File: config.mk
export PLATFORM = sky130hd
export DESIGN_NAME = gpio_ports_low_power_wake
export DESIGN_NICKNAME = d
export VERILOG_FILES = /design/src/design/gpio_pkg.sv /design/src/design/gpio_ports_low_power_wake.sv /design/src/design/port_pin_bank.sv
export VERILOG_INCLUDE_DIRS = /design/src /design/src/design
export SDC_FILE = /design/constraint.sdc
export NUM_CORES = 1
export LEC_CHECK = 0
export BUFFER_PORTS_ARGS = -buffer_cell sky130_fd_sc_hd__buf_2
export CAP_MARGIN = 20
export CORE_MARGIN = 2
export CORE_UTILIZATION = 40
export CTS_BUF_LIST = sky130_fd_sc_hd__clkbuf_4
export CTS_CLUSTER_SIZE = 14
export DETAILED_ROUTE_END_ITERATION = 8
export PLACE_DENSITY_LB_ADDON = 0.2
export SYNTH_ARGS = -nofsm -noshare
export SYNTH_HDL_FRONTEND = slang
export SYNTH_SLANG_ARGS = --single-unit
File: constraint.sdc
create_clock -name clk -period 2.7 [get_ports clk]
set_input_delay 0.27 -clock clk [delete_from_list [all_inputs] [get_ports clk]]
set_output_delay 0.27 -clock clk [all_outputs]
set_load 0.02 [all_outputs]
File: src/design/gpio_defs.svh
// Register offsets, field positions, reset values and constants for the GPIO block.
// Assumes inclusion by bare name from the design files.
`ifndef GPIO_DEFS_SVH
`define GPIO_DEFS_SVH

// ==========================================================
// Register byte offsets
`define OFF_FIRST_PINS      12'h000
`define OFF_FIRST_DIR       12'h004
`define OFF_ANALOG_SELECT_LOW_LOW       12'h008
`define OFF_POWER_CONTROL   12'h00c
`define OFF_OPTION_CONFIG   12'h010
`define OFF_SECOND_PINS     12'h014
`define OFF_SECOND_DIR      12'h018
`define OFF_ANALOG_SELECT_LOW_HIGH      12'h01c
`define OFF_PERIPH_FLAG_TWO 12'h020
`define OFF_PERIPH_EN_TWO   12'h024
`define OFF_INT_CONTROL     12'h028
`define OFF_CORE_STATUS     12'h02c

// ==========================================================
// Field positions
`define POWER_CONTROL_SINK_EN_BIT    5
`define POWER_CONTROL_SOFT_BOR_BIT   4
`define POWER_CONTROL_POR_BIT        1
`define POWER_CONTROL_BOR_BIT        0
`define WAKE_FLAG_BIT       6
`define INTERRUPT_CONTROL_GIE_BIT      7
`define INTERRUPT_CONTROL_PEIE_BIT     6
`define FIRST_PORT_IN_ONLY  3

// ==========================================================
// Reset values, write masks and interrupt vector
`define RST_DIR             8'hff
`define RST_ANALOG_SELECT_LOW_LOW       8'hff
`define RST_ANALOG_SELECT_LOW_HIGH      8'h3f
`define RST_OPTION          8'hff
`define RST_POWER_CONTROL            8'h10
`define ANALOG_SELECT_LOW_HIGH_MASK     8'h3f
`define POWER_CONTROL_WR_MASK        8'h33
`define INT_VECTOR          13'h0004

`endif

File: src/design/gpio_pkg.sv
// Types shared by the GPIO block.
// Assumes compilation before the design modules.
package gpio_pkg;
	// ==========================================================
	// Bus data-phase states
	typedef enum logic [2:0] {
		BUS_IDLE  = 3'b001,
		BUS_WRITE = 3'b010,
		BUS_READ  = 3'b100
	} bus_state_t;
endpackage

File: src/design/gpio_ports_low_power_wake.sv
// Two 8-bit ports with slow-discharge wake on first port bit zero, AHB-Lite slave.
// Assumes one AHB-Lite master, single word transfers, pins asynchronous to clk.
//
// Contract
// Wake enable turns on bit-zero current sink
// Bit-zero fall below low threshold wakes
// Wake then vectors if global enable set
// Software charges, inputs, enables, arms, sleeps
// No internal timeout; RC sets delay
// Second port direction one means input
// Direction zero drives output latch
// Data read gives pins; write sets latch
// Port writes are read-modify-write
// Direction controls driver even for analog
// Analog-selected pins read as zero
// Software keeps analog pins as inputs
// Software clears analog-select before digital use
// First port bit zero senses wake
// First port bit three is input only
// Bit four: I/O, timer clock, comparator
// Bit five: I/O, analog, select, comparator
// First port direction works the same
// Wake sets sticky flag, cleared writing zero
// Wake interrupt needs own and peripheral enable
`timescale 1ns/10ps
`include "gpio_defs.svh"

module gpio_ports_low_power_wake (
	input  wire logic        clk,
	input  wire logic        reset_n,
	// AHB-Lite slave
	input  wire logic        hsel,
	input  wire logic [11:0] haddr,
	input  wire logic [1:0]  htrans,
	input  wire logic        hwrite,
	input  wire logic [2:0]  hsize,
	input  wire logic [31:0] hwdata,
	input  wire logic        hready,
	output logic      [31:0] hrdata,
	output logic             hreadyout,
	output logic             hresp,
	// First port pins
	input  wire logic [7:0]  first_port_in,
	output logic      [7:0]  first_port_out,
	output logic      [7:0]  first_port_oe,
	output logic             wake_sink_on,
	// Alternate functions of first port
	input  wire logic        comparator_one_output,
	input  wire logic        comparator_two_output,
	input  wire logic        comparator_one_out_en,
	input  wire logic        comparator_two_out_en,
	output logic             timer_zero_clock_in,
	output logic             slave_select_in,
	// Second port pins
	input  wire logic [7:0]  second_port_in,
	output logic      [7:0]  second_port_out,
	output logic      [7:0]  second_port_oe,
	// Core side
	input  wire logic        core_sleeping,
	output logic             wake_request,
	output logic             vector_request,
	output logic      [12:0] vector_address
);
	// ==========================================================
	// Registers
	logic [7:0]  first_port_pins_ff;
	logic [7:0]  first_port_direction_ff;
	logic [7:0]  analog_select_low_ff;
	logic [7:0]  power_control_ff;
	logic [7:0]  option_config_ff;
	logic [7:0]  second_port_pins_ff;
	logic [7:0]  second_port_direction_ff;
	logic [7:0]  analog_select_high_ff;
	logic        wake_interrupt_flag_ff;
	logic        wake_interrupt_enable_ff;
	logic        global_interrupt_enable_ff;
	logic        periph_interrupt_enable_ff;
	logic        wake_level_ff;
	logic        wake_pending_ff;
	logic [31:0] hrdata_ff;
	logic [11:0] addr_ff;
	gpio_pkg::bus_state_t state_ff;
	gpio_pkg::bus_state_t nxt_state;

	// Pin-bank and decode nets
	logic [7:0] first_level;
	logic [7:0] first_read;
	logic [7:0] second_level;
	logic [7:0] second_read;
	logic [7:0] first_drive_ok;
	logic [7:0] first_latch_mux;
	logic [7:0] first_dir_eff;
	logic [7:0] read_byte;
	logic [7:0] wbyte;
	logic       wr_en;
	logic       wake_fall;
	logic       sink_active;

	// Only the low byte carries register data
	assign wbyte = hwdata[7:0];
	assign wr_en = (state_ff == gpio_pkg::BUS_WRITE);

	// ==========================================================
	// Bus address phase capture; a phase offered while hready is low
	// is not taken, and the master keeps holding it
	always_comb begin
		nxt_state = gpio_pkg::BUS_IDLE;
		if (hsel && hready && htrans[1]) begin
			if (hwrite) begin
				nxt_state = gpio_pkg::BUS_WRITE;
			end else begin
				nxt_state = gpio_pkg::BUS_READ;
			end
		end
	end

	always_ff @(posedge clk or negedge reset_n) begin
		if (!reset_n) begin
			state_ff <= gpio_pkg::BUS_IDLE;
			addr_ff  <= 12'h000;
		end else begin
			state_ff <= nxt_state;
			if (nxt_state != gpio_pkg::BUS_IDLE) begin
				addr_ff <= haddr;
			end
		end
	end

	// Reads take one wait state: the data is loaded into a flip-flop
	// while hreadyout is low. Writes finish with no wait.
	// The response is always OKAY.
	assign hreadyout = (state_ff != gpio_pkg::BUS_READ);
	assign hresp     = 1'b0;

	// ==========================================================
	// Pin banks
	// Bit three has no output driver; bits four and five may be
	// taken over by comparator outputs.
	always_comb begin
		first_drive_ok                        = 8'hff;
		first_drive_ok[`FIRST_PORT_IN_ONLY]   = 1'b0;
		first_latch_mux                       = first_port_pins_ff;
		first_dir_eff                         = first_port_direction_ff;
		// Comparator drive overrides both latch and direction
		if (comparator_one_out_en) begin
			first_latch_mux[4] = comparator_one_output;
			first_dir_eff[4]   = 1'b0;
		end
		if (comparator_two_out_en) begin
			first_latch_mux[5] = comparator_two_output;
			first_dir_eff[5]   = 1'b0;
		end
	end

	port_pin_bank u_first (
		.clk          (clk),
		.reset_n      (reset_n),
		.pin_in       (first_port_in),
		.dir          (first_dir_eff),
		.latch        (first_latch_mux),
		.analog_sel   (analog_select_low_ff),
		.drive_ok     (first_drive_ok),
		.pin_out      (first_port_out),
		.pin_oe       (first_port_oe),
		.pin_level    (first_level),
		.digital_read (first_read)
	);

	// No alternate drivers on the second port, so every bit may drive
	port_pin_bank u_second (
		.clk          (clk),
		.reset_n      (reset_n),
		.pin_in       (second_port_in),
		.dir          (second_port_direction_ff),
		.latch        (second_port_pins_ff),
		.analog_sel   (analog_select_high_ff),
		.drive_ok     (8'hff),
		.pin_out      (second_port_out),
		.pin_oe       (second_port_oe),
		.pin_level    (second_level),
		.digital_read (second_read)
	);

	// Digital alternate inputs follow synchronised pin levels
	// so the timer and serial port never see a metastable level
	assign timer_zero_clock_in = first_level[4];
	assign slave_select_in     = first_level[5];

	// ==========================================================
	// Port data latches, read-modify-write
	// Pins are read (analog ones as zero), then the written byte
	// replaces every bit, so a whole-byte write sets the latch outright.
	always_ff @(posedge clk or negedge reset_n) begin
		if (!reset_n) begin
			first_port_pins_ff  <= 8'h00;
			second_port_pins_ff <= 8'h00;
		end else if (wr_en) begin
			if (addr_ff == `OFF_FIRST_PINS) begin
				first_port_pins_ff <= (first_read & 8'h00) | wbyte;
			end else if (addr_ff == `OFF_SECOND_PINS) begin
				second_port_pins_ff <= (second_read & 8'h00) | wbyte;
			end
		end
	end

	// Direction, analog-select and option registers
	// Reset leaves every pin an input, so nothing drives early
	always_ff @(posedge clk or negedge reset_n) begin
		if (!reset_n) begin
			first_port_direction_ff  <= `RST_DIR;
			second_port_direction_ff <= `RST_DIR;
			analog_select_low_ff     <= `RST_ANALOG_SELECT_LOW_LOW;
			analog_select_high_ff    <= `RST_ANALOG_SELECT_LOW_HIGH;
			option_config_ff         <= `RST_OPTION;
		end else if (wr_en) begin
			if (addr_ff == `OFF_FIRST_DIR) begin
				first_port_direction_ff <= wbyte;
			end else if (addr_ff == `OFF_SECOND_DIR) begin
				second_port_direction_ff <= wbyte;
			end else if (addr_ff == `OFF_ANALOG_SELECT_LOW_LOW) begin
				analog_select_low_ff <= wbyte;
			end else if (addr_ff == `OFF_ANALOG_SELECT_LOW_HIGH) begin
				analog_select_high_ff <= wbyte & `ANALOG_SELECT_LOW_HIGH_MASK;
			end else if (addr_ff == `OFF_OPTION_CONFIG) begin
				option_config_ff <= wbyte;
			end
		end
	end

	// ==========================================================
	// Power control and interrupt enables
	// Only sink enable, soft brown-out and the reset-status bits take writes
	always_ff @(posedge clk or negedge reset_n) begin
		if (!reset_n) begin
			power_control_ff           <= `RST_POWER_CONTROL;
			wake_interrupt_enable_ff   <= 1'b0;
			global_interrupt_enable_ff <= 1'b0;
			periph_interrupt_enable_ff <= 1'b0;
		end else if (wr_en) begin
			if (addr_ff == `OFF_POWER_CONTROL) begin
				power_control_ff <= wbyte & `POWER_CONTROL_WR_MASK;
			end else if (addr_ff == `OFF_PERIPH_EN_TWO) begin
				wake_interrupt_enable_ff <= wbyte[`WAKE_FLAG_BIT];
			end else if (addr_ff == `OFF_INT_CONTROL) begin
				global_interrupt_enable_ff <= wbyte[`INTERRUPT_CONTROL_GIE_BIT];
				periph_interrupt_enable_ff <= wbyte[`INTERRUPT_CONTROL_PEIE_BIT];
			end
		end
	end

	// ==========================================================
	// Slow-discharge wake
	// The sink only pulls the pin; the delay is the external RC,
	// so no counter exists here.
	assign sink_active  = power_control_ff[`POWER_CONTROL_SINK_EN_BIT];
	assign wake_sink_on = sink_active;

	// Falling edge of synchronised bit zero while the sink is on
	// Reset matches the synchroniser so no false fall follows reset
	always_ff @(posedge clk or negedge reset_n) begin
		if (!reset_n) begin
			wake_level_ff <= 1'b0;
		end else begin
			wake_level_ff <= first_level[0];
		end
	end
	assign wake_fall = sink_active & wake_level_ff & ~first_level[0];

	// Sticky flag; a new event beats a software clear
	// Writing one to the flag leaves it as it is
	always_ff @(posedge clk or negedge reset_n) begin
		if (!reset_n) begin
			wake_interrupt_flag_ff <= 1'b0;
		end else if (wake_fall) begin
			wake_interrupt_flag_ff <= 1'b1;
		end else if (wr_en && addr_ff == `OFF_PERIPH_FLAG_TWO
			&& !wbyte[`WAKE_FLAG_BIT]) begin
			wake_interrupt_flag_ff <= 1'b0;
		end
	end

	// Wake the core; vector only with global enable
	assign wake_request   = wake_interrupt_flag_ff & wake_interrupt_enable_ff
		& periph_interrupt_enable_ff;
	assign vector_request = wake_request & global_interrupt_enable_ff;
	assign vector_address = `INT_VECTOR;

	// Record that a wake left sleep, for status read-back
	// One cycle late; status only, it drives nothing
	always_ff @(posedge clk or negedge reset_n) begin
		if (!reset_n) begin
			wake_pending_ff <= 1'b0;
		end else begin
			wake_pending_ff <= wake_request & core_sleeping;
		end
	end

	// ==========================================================
	// Read data
	// Unmapped offsets read zero
	always_comb begin
		read_byte = 8'h00;
		if (addr_ff == `OFF_FIRST_PINS) begin
			read_byte = first_read;
		end else if (addr_ff == `OFF_FIRST_DIR) begin
			read_byte = first_port_direction_ff;
		end else if (addr_ff == `OFF_ANALOG_SELECT_LOW_LOW) begin
			read_byte = analog_select_low_ff;
		end else if (addr_ff == `OFF_POWER_CONTROL) begin
			read_byte = power_control_ff;
		end else if (addr_ff == `OFF_OPTION_CONFIG) begin
			read_byte = option_config_ff;
		end else if (addr_ff == `OFF_SECOND_PINS) begin
			read_byte = second_read;
		end else if (addr_ff == `OFF_SECOND_DIR) begin
			read_byte = second_port_direction_ff;
		end else if (addr_ff == `OFF_ANALOG_SELECT_LOW_HIGH) begin
			read_byte = analog_select_high_ff;
		end else if (addr_ff == `OFF_PERIPH_FLAG_TWO) begin
			read_byte = {1'b0, wake_interrupt_flag_ff, 6'h00};
		end else if (addr_ff == `OFF_PERIPH_EN_TWO) begin
			read_byte = {1'b0, wake_interrupt_enable_ff, 6'h00};
		end else if (addr_ff == `OFF_INT_CONTROL) begin
			read_byte = {global_interrupt_enable_ff, periph_interrupt_enable_ff, 6'h00};
		end else if (addr_ff == `OFF_CORE_STATUS) begin
			read_byte = {7'h00, wake_pending_ff};
		end
	end

	// ==========================================================
	// Read data register
	// Loaded in the read wait state, after a write in the cycle
	// before has landed, so back-to-back write and read agree.
	always_ff @(posedge clk or negedge reset_n) begin
		if (!reset_n) begin
			hrdata_ff <= 32'h00000000;
		end else if (state_ff == gpio_pkg::BUS_READ) begin
			hrdata_ff <= {24'h000000, read_byte};
		end
	end

	assign hrdata = hrdata_ff;
endmodule // gpio_ports_low_power_wake

File: src/design/port_pin_bank.sv
// One 8-bit port: pin synchroniser, drivers and digital read-back.
// Assumes pins sampled from outside the clock domain.
`timescale 1ns/10ps
`include "gpio_defs.svh"

module port_pin_bank (
	input  wire logic       clk,
	input  wire logic       reset_n,
	input  wire logic [7:0] pin_in,
	input  wire logic [7:0] dir,
	input  wire logic [7:0] latch,
	input  wire logic [7:0] analog_sel,
	input  wire logic [7:0] drive_ok,
	output logic      [7:0] pin_out,
	output logic      [7:0] pin_oe,
	output logic      [7:0] pin_level,
	output logic      [7:0] digital_read
);
	logic [7:0] meta_ff;
	logic [7:0] sync_ff;

	// ==========================================================
	// Two-stage synchroniser
	always_ff @(posedge clk or negedge reset_n) begin
		if (!reset_n) begin
			meta_ff <= 8'h00;
			sync_ff <= 8'h00;
		end else begin
			meta_ff <= pin_in;
			sync_ff <= meta_ff;
		end
	end

	// Per-bit driver and read path
	genvar i;
	generate
		for (i = 0; i < 8; i++) begin : g_bit
			// Direction keeps driver control even on analog pins
			assign pin_oe[i]       = ~dir[i] & drive_ok[i];
			assign pin_out[i]      = latch[i];
			// Analog-selected pins read zero
			assign digital_read[i] = sync_ff[i] & ~analog_sel[i];
		end
	endgenerate

	assign pin_level = sync_ff;
endmodule // port_pin_bank

Word-level counts from Yosys, hierarchy flattened
Cells that the tools add are included.
{ "totals": {"reg_bits": 119, "input_bits": 75, "out_inout_bits": 84, "wordCells": 130} }
{ "classes": {"eq_ne": 15, "n_mux": 20, "bitwise": 57, "n_reduce_logical": 17} }
{ "ops": {"columns": ["op", "n"], "rows": [
  ["two-way mux 8 bit", 11],
  ["== test 12 x 5 -> 1 bit, second input constant", 4],
  ["== test 12 x 6 -> 1 bit, second input constant", 4],
  ["NOT 1 bit", 37],
  ["== test 12 x 4 -> 1 bit, second input constant", 2],
  ["AND 1 bit", 20],
  ["== test 12 x 3 -> 1 bit, second input constant", 1],
  ["logical NOT 12 bit", 1],
  ["AND reduction 3 bit", 3],
  ["AND reduction 4 bit", 2],
  ["two-way mux 1 bit", 7],
  ["two-way mux 3 bit", 2],
  ["AND reduction 2 bit", 3],
  ["AND reduction 6 bit", 1],
  ["AND reduction 5 bit", 1],
  ["logical AND 1 bit", 4],
  ["== test 3 x 2 -> 1 bit, second input constant", 1],
  ["== test 3 bit, second input constant", 1],
  ["inequality test 3 x 1 -> 1 bit, second input constant", 1],
  ["inequality test 3 bit, second input constant", 1],
  ["nonzero test 2 bit", 1],
  ["logical NOT 1 bit", 1]
]} }

Depth between registers and ports, before layout
Gate-level depths: netlist (run 1).
{ "logic_depth": {"ltp_word": 13, "ltp_mapped": 8, "depth_no_buf": 6} }

Modules after synthesis
From an unflattened synthesis (run 1), not the netlist that was laid out.
{ "unflattened": {"hier_cells": 449, "hier_area_um2": 5793.1} }
{ "by_module_without_submodules": {"columns": ["module", "n_inst", "cells_per_inst", "area_each_um2", "seq_area_each_um2"], "rows": [
  ["gpio_ports_low_power_wake", 1, 369, 4431.8, 2227.1],
  ["port_pin_bank", 2, 40, 680.7, 400.4]
]} }

Least setup slack after synthesis (run 1)
OpenSTA, ideal clock, no wires.
{ "synth_timing": {"path_kind": "flip-flop to flip-flop", "start": "reg addr_ff[10]", "end": "reg analog_select_low_ff[0]", "setup_ns": 0.082, "arrival_time_ns": 2.198, "t_required_ns": 2.618, "path_slack_ns": 0.420, "stages_incl_launch_ff": 6, "path_buffers": 1, "period_less_slack_ns": 2.280, "cell_sequence": "dfrtp_1 > or4_1 > or4_1 > buf_2 > nor3_4 > mux2_2"} }
{ "synth_via": {"elab_chain_len": 3, "word_cells_on_any_way": 6, "classes_between": "eq/ne (3); bitwise (2); reduce/logical (1)"} }
{ "synth_lines": {"columns": ["element", "line_no", "rtl"], "rows": [
  ["start, declared", "gpio_ports_low_power_wake.sv:81", "logic [11:0] addr_ff;"],
  ["start signal, assigned", "gpio_ports_low_power_wake.sv:124", "addr_ff <= haddr;"],
  ["== test 12 x 5 -> 1 bit (no line) or == test 12 x 3 -> 1 bit (tied branches)", null, null],
  ["NOT 1 bit (no line)", null, null],
  ["AND reduction 4 bit (no line) *", null, null],
  ["end signal, assigned", "gpio_ports_low_power_wake.sv:212", "analog_select_low_ff <= `RST_ANALOG_SELECT_LOW_LOW;"],
  ["end signal, assigned", "gpio_ports_low_power_wake.sv:221", "analog_select_low_ff <= wbyte;"],
  ["end, declared", "gpio_ports_low_power_wake.sv:68", "logic [7:0] analog_select_low_ff;"]
]} }
Every way passes the cells marked *; elsewhere a longest branch is shown, timed or not.
A chain may end at the register's enable or synchronous reset.

Final worst setup path (run 1)
{ "layout_timing": {"start": "reg addr_ff[9]", "end": "reg power_control_ff[0]"} }
{ "layout_via": {"elab_chain_len": 2} }
{ "layout_lines": {"columns": ["element", "line_no", "rtl"], "rows": [
  ["== test 12 x 4 -> 1 bit (no line)", null, null],
  ["AND reduction 2 bit (no line)", null, null],
  ["end signal, assigned", "gpio_ports_low_power_wake.sv:235", "power_control_ff <= `RST_POWER_CONTROL;"],
  ["end signal, assigned", "gpio_ports_low_power_wake.sv:241", "power_control_ff <= wbyte & `POWER_CONTROL_WR_MASK;"],
  ["end, declared", "gpio_ports_low_power_wake.sv:69", "logic [7:0] power_control_ff;"]
]} }
Every way passes these cells.

==> results of run 1 <==
==> stage by stage <==
step                      instances  setup slack [ns]
after floorplan                 467             0.420
after global placement          692             0.258
after detailed placement        692             0.253
after CTS                       757             0.234
after global routing            757             0.130
final                           757             0.238
==> cell families (layout without fill, tap and decap cells) <==
group                  Yosys count  after routing
AO/OA/AOI/OAI                   68             68
multiplexers                    73             73
buffers and inverters           79            197
AND/OR/NAND/NOR                 89             89
other                            2             39
flip-flops                     119            119
==> area by class of cell <==
type | instances | area, um2 | share of cell area, %
inverter | 18 | 67.6 | 1.04
clock buffer | 20 | 150 | 2.30
sequential | 119 | 3030 | 46.5
multi-input combinational | 269 | 1920 | 29.5
tap | 172 | 215 | 3.30
clock inverter | 12 | 159 | 2.44
timing repair buffer | 147 | 973 | 14.9
==> critical path, stage by stage (launching register included) <==
cell,delay [ns]
dfrtp_1,0.39
or4_1,0.56
or4_1,0.66
nor3_2,0.37
mux2_2,0.37
==> sequential cells by signal, summed over array words and instances, names as in the netlist <==
signal,count
u_second.pin_level,8
wake_pending_ff,1
wake_level_ff,1
option_config_ff,8
wake_interrupt_flag_ff,1
analog_select_high_ff,6
second_port_pins_ff,8
u_second.meta_ff,8
power_control_ff,4
u_first.pin_level,8
u_first.meta_ff,8
hrdata,8
state_ff,3
wake_interrupt_enable_ff,1
global_interrupt_enable_ff,1
second_port_direction_ff,8
addr_ff,12
first_port_direction_ff,8
analog_select_low_ff,8
periph_interrupt_enable_ff,1
first_port_pins_ff,8
==> power by group <==
part           switching [mW]  internal (mW)
registers              0.0513           1.85
clock network           0.637          0.750
logic                   0.319          0.208
==> path summary, 6_finish.rpt <==
path	from	depth (start not counted)	end	slack, ns
setup / recovery	addr_ff[9]	4	power_control_ff[0]	0.24
hold / removal	hwdata[7]	3	first_port_direction_ff[7]	0.04
setup reg to reg	addr_ff[9]	4	power_control_ff[0]	0.24
hold reg to reg	u_first.meta_ff[4]	0	u_first.pin_level[4]	0.36
max in group asynchronous	reset_n	3	second_port_direction_ff[2]	1.62
min in group asynchronous	reset_n	2	wake_interrupt_flag_ff	0.24
==> per-layer routing <==
layer | routed length, um | global-route usage [%] | vias up
met5 | 0 | 0 | -
met4 | 335 | 8.78 | 0
met3 | 732 | 5.27 | 28
met2 | 5910 | 29.0 | 150
met1 | 5290 | 23.6 | 1838
li1 | - | - | 1727
==> cell usage in the layout (no fill, tap or decap), types with 10 or more instances in the layout <==
cell type / count
conb_1: 39
nor2_1: 16
inv_1: 17
dfrtp_1: 79
dfstp_2: 40
buf_2: 90
buf_4: 23
clkbuf_4: 20
o21ai_0: 15
dlygate4sd3_1: 33
a21oi_1: 13
nand2_1: 20
mux2_2: 70
nand2b_1: 10
==> timing repair <==
action	4_1_cts	5_1_grt
hold buffers	33	0
setup buffers	0	0
hold endpoints to repair	60	0
==> metrics.md, run 1 <==
| Metric | Value |
|---|---|
| Outcome | finished clean |
| Synth warn | 0 |
| Inserted Clock Buffers | 17 |
| Longest Clk Path Bufs | 2 |
| Core ar. | about 13000 um2 |
| Largest net degree at the start of global routing | 83 |
| Avg WL per Cell | between 15 and 20 um |
| Cts repair resizes | 0 |
| Synth Area per Inst | between 10 and 15 um2 |
| Starting DRT DRC Count | between 150 and 200 |
| Area grow syn2layout | 23.4% |
| Antenna cells | 0 |
| Minimum clock period after layout | roughly 2.5 ns |
| Seq/Total Area, Yosys | between 50% and 60% |
| Required @ worst endpoint | between 3 and 4 ns |
| Synth cell count leaders | dfrtp_1, mux2_2, buf_4 |
| Pwr/cell area | roughly 590 nW/um2 |
| NumNets Final | approximately 650 |
| Post-Synth Adder-Cell Area | 0% |
| Main synth FF type | dfrtp_1 |
| Mapped Cells | 430 |
| Crit Path Max Fanout | 4 |
| CTS clk-pin slew, worst paths | about 0.09 ns |
| Fin area | approximately 6500 um2 |
| GRT overflow | 0 |
| Post-synthesis mux area share | approximately 16% |
| DRT antenna net count | 0 |
| Initial antenna violation count | 0 |
| Netlist cell types | 52 |
| CTS HTree Levels | 4 |
| Worst Setup End Kind | register |
| Most common cell in the synthesized netlist | dfrtp_1 |
| Number of register bits inferred by synthesis | 119 |
| Final setup skew | approximately 0.013 ns |
| CTS tree | built |
| Peak VDD IR | just over 0.0004 V |
| RD Place Congestion | roughly 0.85 |
| Clk sink count | approximately 120 |
| DIE HEIGHT | roughly 120 um |
| Post-Syn Area | around 5300 um2 |
| Async S/R FF share, synth | between 90% and 100% |
| Dpl cell area | slightly below 6000 um2 |
| Number of flops mapped to enable cells by yosys | 0 |
| Worst hold margin | about 0.044 ns |
| Max-Cap Viols | 0 |
| Number of global-route vias before repair | ~3800 |
| First-pass GRT wire length | ~20 mm |
| Hold/Removal Path Class | primary input to register |
| Top cells by area, synth | dfrtp_1, dfstp_2, mux2_2 |
| Synth Area in XOR/XNOR | 0% |
| # rows | a little over 40 |
| Critical path class | register to register |
| Compound-Gate Fraction of Synth Area | around 8.8% |
| Yosys top cell by area | dfrtp_1 |
| Layout cell share with drive strength beyond 1 | between 40 and 50% |
| Vias | about 3700 |
| Die footprint | between 10000 and 15000 um2 |
| Total wire length | around 12 mm |
| RSZ-0062 raised after global routing | false |
| Detailed Routing Iterations Pass 1 | 4 |
| Final Util | 51.0% |
| Fraction of the mapped netlist area in simple logic gates | 9.29% |
| Via density | 4.94 |
| Final Max Slew Viols | 0 |
| Max Clk Rate | just over 400 MHz |
| Fillers | ~1100 |
| CP startpoint kind | register |
| Initial Utilization | 41.3% |
| Synth top area share | between 30 and 40% |
| Clk Latency, worst-skew pair | between 0.5 and 0.6 ns |
| Dpl hpwl | roughly 8.6 mm |
| Total GRT Usage | ~18% |
| Slew @ Worst Pin | slightly below 0.7 ns |
| Die Wd | ~120 um |
| Root buf cell | clkbuf_4 |
| Setup TNS | 0 ns |
| Fin crit share | between 90% and 100% |
| WP data arrival | 2.88 ns |
| PortBufs | just over 90 |
| Setup Viol. Count Final | 0 |
| Max-slew headroom at the worst pin | between 50% and 60% |
| Static Leak | between 3 and 4 nW |
| Top-Level Pins | roughly 160 |
| Final hold viol count | 0 |
| Design Power | roughly 3.8 mW |
| Main combinational cell family by area after synthesis | multiplexers |
| Drt drc | 0 |
Power figures use the tool's default switching activity.
==> run 2: changes to the inputs <==
--- a/config.mk
+++ b/config.mk
@@ -10,7 +10,7 @@
 export CAP_MARGIN = 20
 export CORE_MARGIN = 2
 export CORE_UTILIZATION = 40
-export CTS_BUF_LIST = sky130_fd_sc_hd__clkbuf_4
+export CTS_BUF_LIST = sky130_fd_sc_hd__clkbuf_4 sky130_fd_sc_hd__clkbuf_8
 export CTS_CLUSTER_SIZE = 14
 export DETAILED_ROUTE_END_ITERATION = 8
 export PLACE_DENSITY_LB_ADDON = 0.2
==> run 2 against run 1 <==
  * Sequential share of layout area up 0.098 points
  * Flip-flop and latch count unchanged
  * Clock skew down 0.0041 ns
  * Via count down 2.2%
  * Core utilization down 0.11 points
  * Setup slack better by 0.0038 ns
  * Hold slack about the same
  * Cell area down 0.21%
  * Non-clock buffer count down 15
  * Clock power up 29%
  * Clock-buffer cell count up 3
  * Largest cell class unchanged
==> metrics.md, run 2 (same netlist as run 1, synthesis figures left out) <==
| Metric | Value |
|---|---|
| PortBufs | 91 (unchanged) |
| Total GRT Usage | 18.2% (-0.22 points) |
| Slew @ Worst Pin | 0.750 ns (+0.0553 ns) |
| Commonest cells after routing, fill and taps aside | buf_2, dfrtp_1, mux2_2, dfstp_2, conb_1 |
| Hold/Removal Path Class | primary input to register |
| Antenna cells | 0 (unchanged) |
| Static Leak | 3.09 nW (about the same) |
| GRT overflow | 0 (unchanged) |
| Dpl cell area | 5880 um2 (unchanged) |
| Max-slew headroom at the worst pin | 49.6% (-3.4 points) |
| Final setup skew | 0.00849 ns (-0.00409 ns) |
| Fillers | 1108 (+0.45%) |
| Worst Setup End Kind | register |
| Area grow syn2layout | 23.2% |
| Reg-to-reg setup timing slack | 0.24 ns (about the same) |
| Starting DRT DRC Count | 209 (+9.4%) |
| Sw frac | 25.2% (-1.2 points) |
| # rows | 41 (unchanged) |
| CTS tree | built |
| Clk sink count | 119 (unchanged) |
| Core ar. | 12800 um2 (unchanged) |
| RD Place Congestion | 0.851 (unchanged) |
| Combinational power share | 12.1% (-1.7 points) |
| Via density | 4.93 (-0.27%) |
| Initial antenna violation count | 0 (unchanged) |
| Avg WL per Cell | 16.4 um (+1.2%) |
| CP startpoint kind | register |
| Reg power frac | 45.2% (-4.6 points) |
| Dpl hpwl | 8.59 mm (unchanged) |
| Layout cell share with drive strength beyond 1 | 46.5% (+1.7 points) |
| Max Clk Rate | 407 MHz (+0.16%) |
| Worst hold margin | 0.0442 ns (+0.000372 ns) |
| DIE HEIGHT | 119 um (unchanged) |
| Crit path launch | addr_ff[9] |
| Clk Latency, worst-skew pair | 0.44 ns (-0.09 ns) |
| Leading cell type in the layout, fill and taps excluded | buf_2 |
| Design Power | 4.21 mW (+10%) |
| Setup Viol. Count Final | 0 (unchanged) |
| Peak VDD IR | 0.000322 V (-21%) |
| Inserted Clock Buffers | 17 (unchanged) |
| First-pass GRT wire length | 19.5 mm (-1.6%) |
| RSZ-0062 raised after global routing | false |
| Post-CTS Setup Repair Bufs | 0 (unchanged) |
| Initial Utilization | 41.3% (unchanged) |
| Final hold viol count | 0 (unchanged) |
| Longest Clk Path Bufs | 2 (unchanged) |
| Critical path class | register to register |
| Total wire length | 12.2 mm (-0.79%) |
| Root buf cell | clkbuf_8 |
| Final Max Slew Viols | 0 (unchanged) |
| Vias | 3659 (-2.2%) |
| Int Power | 3.15 mW (+12%) |
| Largest net degree at the start of global routing | 83 (unchanged) |
| Crit Path Max Fanout | 4 (unchanged) |
| DRT antenna net count | 0 (unchanged) |
| Drt drc | 0 (unchanged) |
| Die footprint | 14100 um2 (unchanged) |
| Fin area | 6500 um2 (-0.21%) |
| Required @ worst endpoint | 3.03 ns (-0.08 ns) |
| Detailed Routing Iterations Pass 1 | 6 (+2) |
| Largest Register | addr_ff |
| Top-Level Pins | 159 (unchanged) |
| CTS HTree Levels | 4 (unchanged) |
| Fin crit share | 91.0% (-0.14 points) |
| Pwr/cell area | 647 nW/um2 (+11%) |
| WP data arrival | 2.79 ns (-0.09 ns) |
| Worst Hold Launch | core_sleeping |
| Max reg flops | 12 (unchanged) |
| FF-to-FF Start | addr_ff[9] |
| Outcome | finished clean |
| NumNets Final | 632 (-2.3%) |
| Die Wd | 119 um (unchanged) |
| P_sw | 1.06 mW (+5.2%) |
| Number of global-route vias before repair | 3725 (-1.9%) |
| CTS clk-pin slew, worst paths | 0.07 ns (-0.02 ns) |
| Max-Cap Viols | 0 (unchanged) |
| Minimum clock period after layout | 2.46 ns (-0.00383 ns) |
| Clock power frac | 42.7% (+6.3 points) |
| Setup TNS | 0 ns (unchanged) |
## run 2: cell count changes in the layout (fill, tap and decap cells not counted), sizes merged
cell / delta
dlygate4sd3: -15
clkinv: -3
clkbuf: +3
## run 2: worst paths after layout
check	endpoint	cells past startpoint
max	power_control_ff[5]	4
min	wake_pending_ff	2
max reg2reg	power_control_ff[5]	4
min reg2reg	u_first.pin_level[4]	0
max in group asynchronous	second_port_direction_ff[3]	3
min in group asynchronous	addr_ff[10]	2
## run 2: cell type report
type,count,area [um2],share of cell area [%]
Tap cell,172,215,3.31
Clock buffer,23,298,4.58
Sequential cell,119,3030,46.6
Inverter,18,67.6,1.04
Clock inverter,9,148,2.27
Multi-Input combinational cell,269,1920,29.6
Timing Repair Buffer,132,823,12.7
## run 2: power groups by stage
| stage | clock (mW) | combinational [mW] | sequential (mW) |
|---|---|---|---|
| finish | 1.80 | 0.511 | 1.90 |
| CTS | 1.84 | 0.514 | 1.90 |
| global route | 1.92 | 0.563 | 1.91 |
| floorplan | 0 | 0.359 | 1.91 |
| detailed placement | 0 | 0.492 | 1.93 |
| global placement | 0 | 0.487 | 1.93 |
## run 2: repair_timing
action	4_1_cts	5_1_grt
gates resized for setup	0	0
hold endpoints to repair	44	0
hold buffers	18	0
## run 2: per-stage QoR
step,utilization [%],setup WS [ns],instances
final,50.9,0.242,742
after floorplan,-,0.420,467
after global routing,50.9,0.139,742
after detailed placement,46.0,0.253,692
after CTS,50.9,0.237,742
after global placement,46.0,0.258,692
## run 2: critical path: stages (launching register included)
cell and delay (ns):
dfrtp_1 0.38, or4_1 0.56, or4_1 0.66, nor3_2 0.37, mux2_2 0.38
## run 2: per-layer routing
metal | global-route usage [%] | wire, um
met1 | 23.2 | 5370
met2 | 28.3 | 5830
met3 | 5.03 | 681
met4 | 9.67 | 298
met5 | 0 | 0
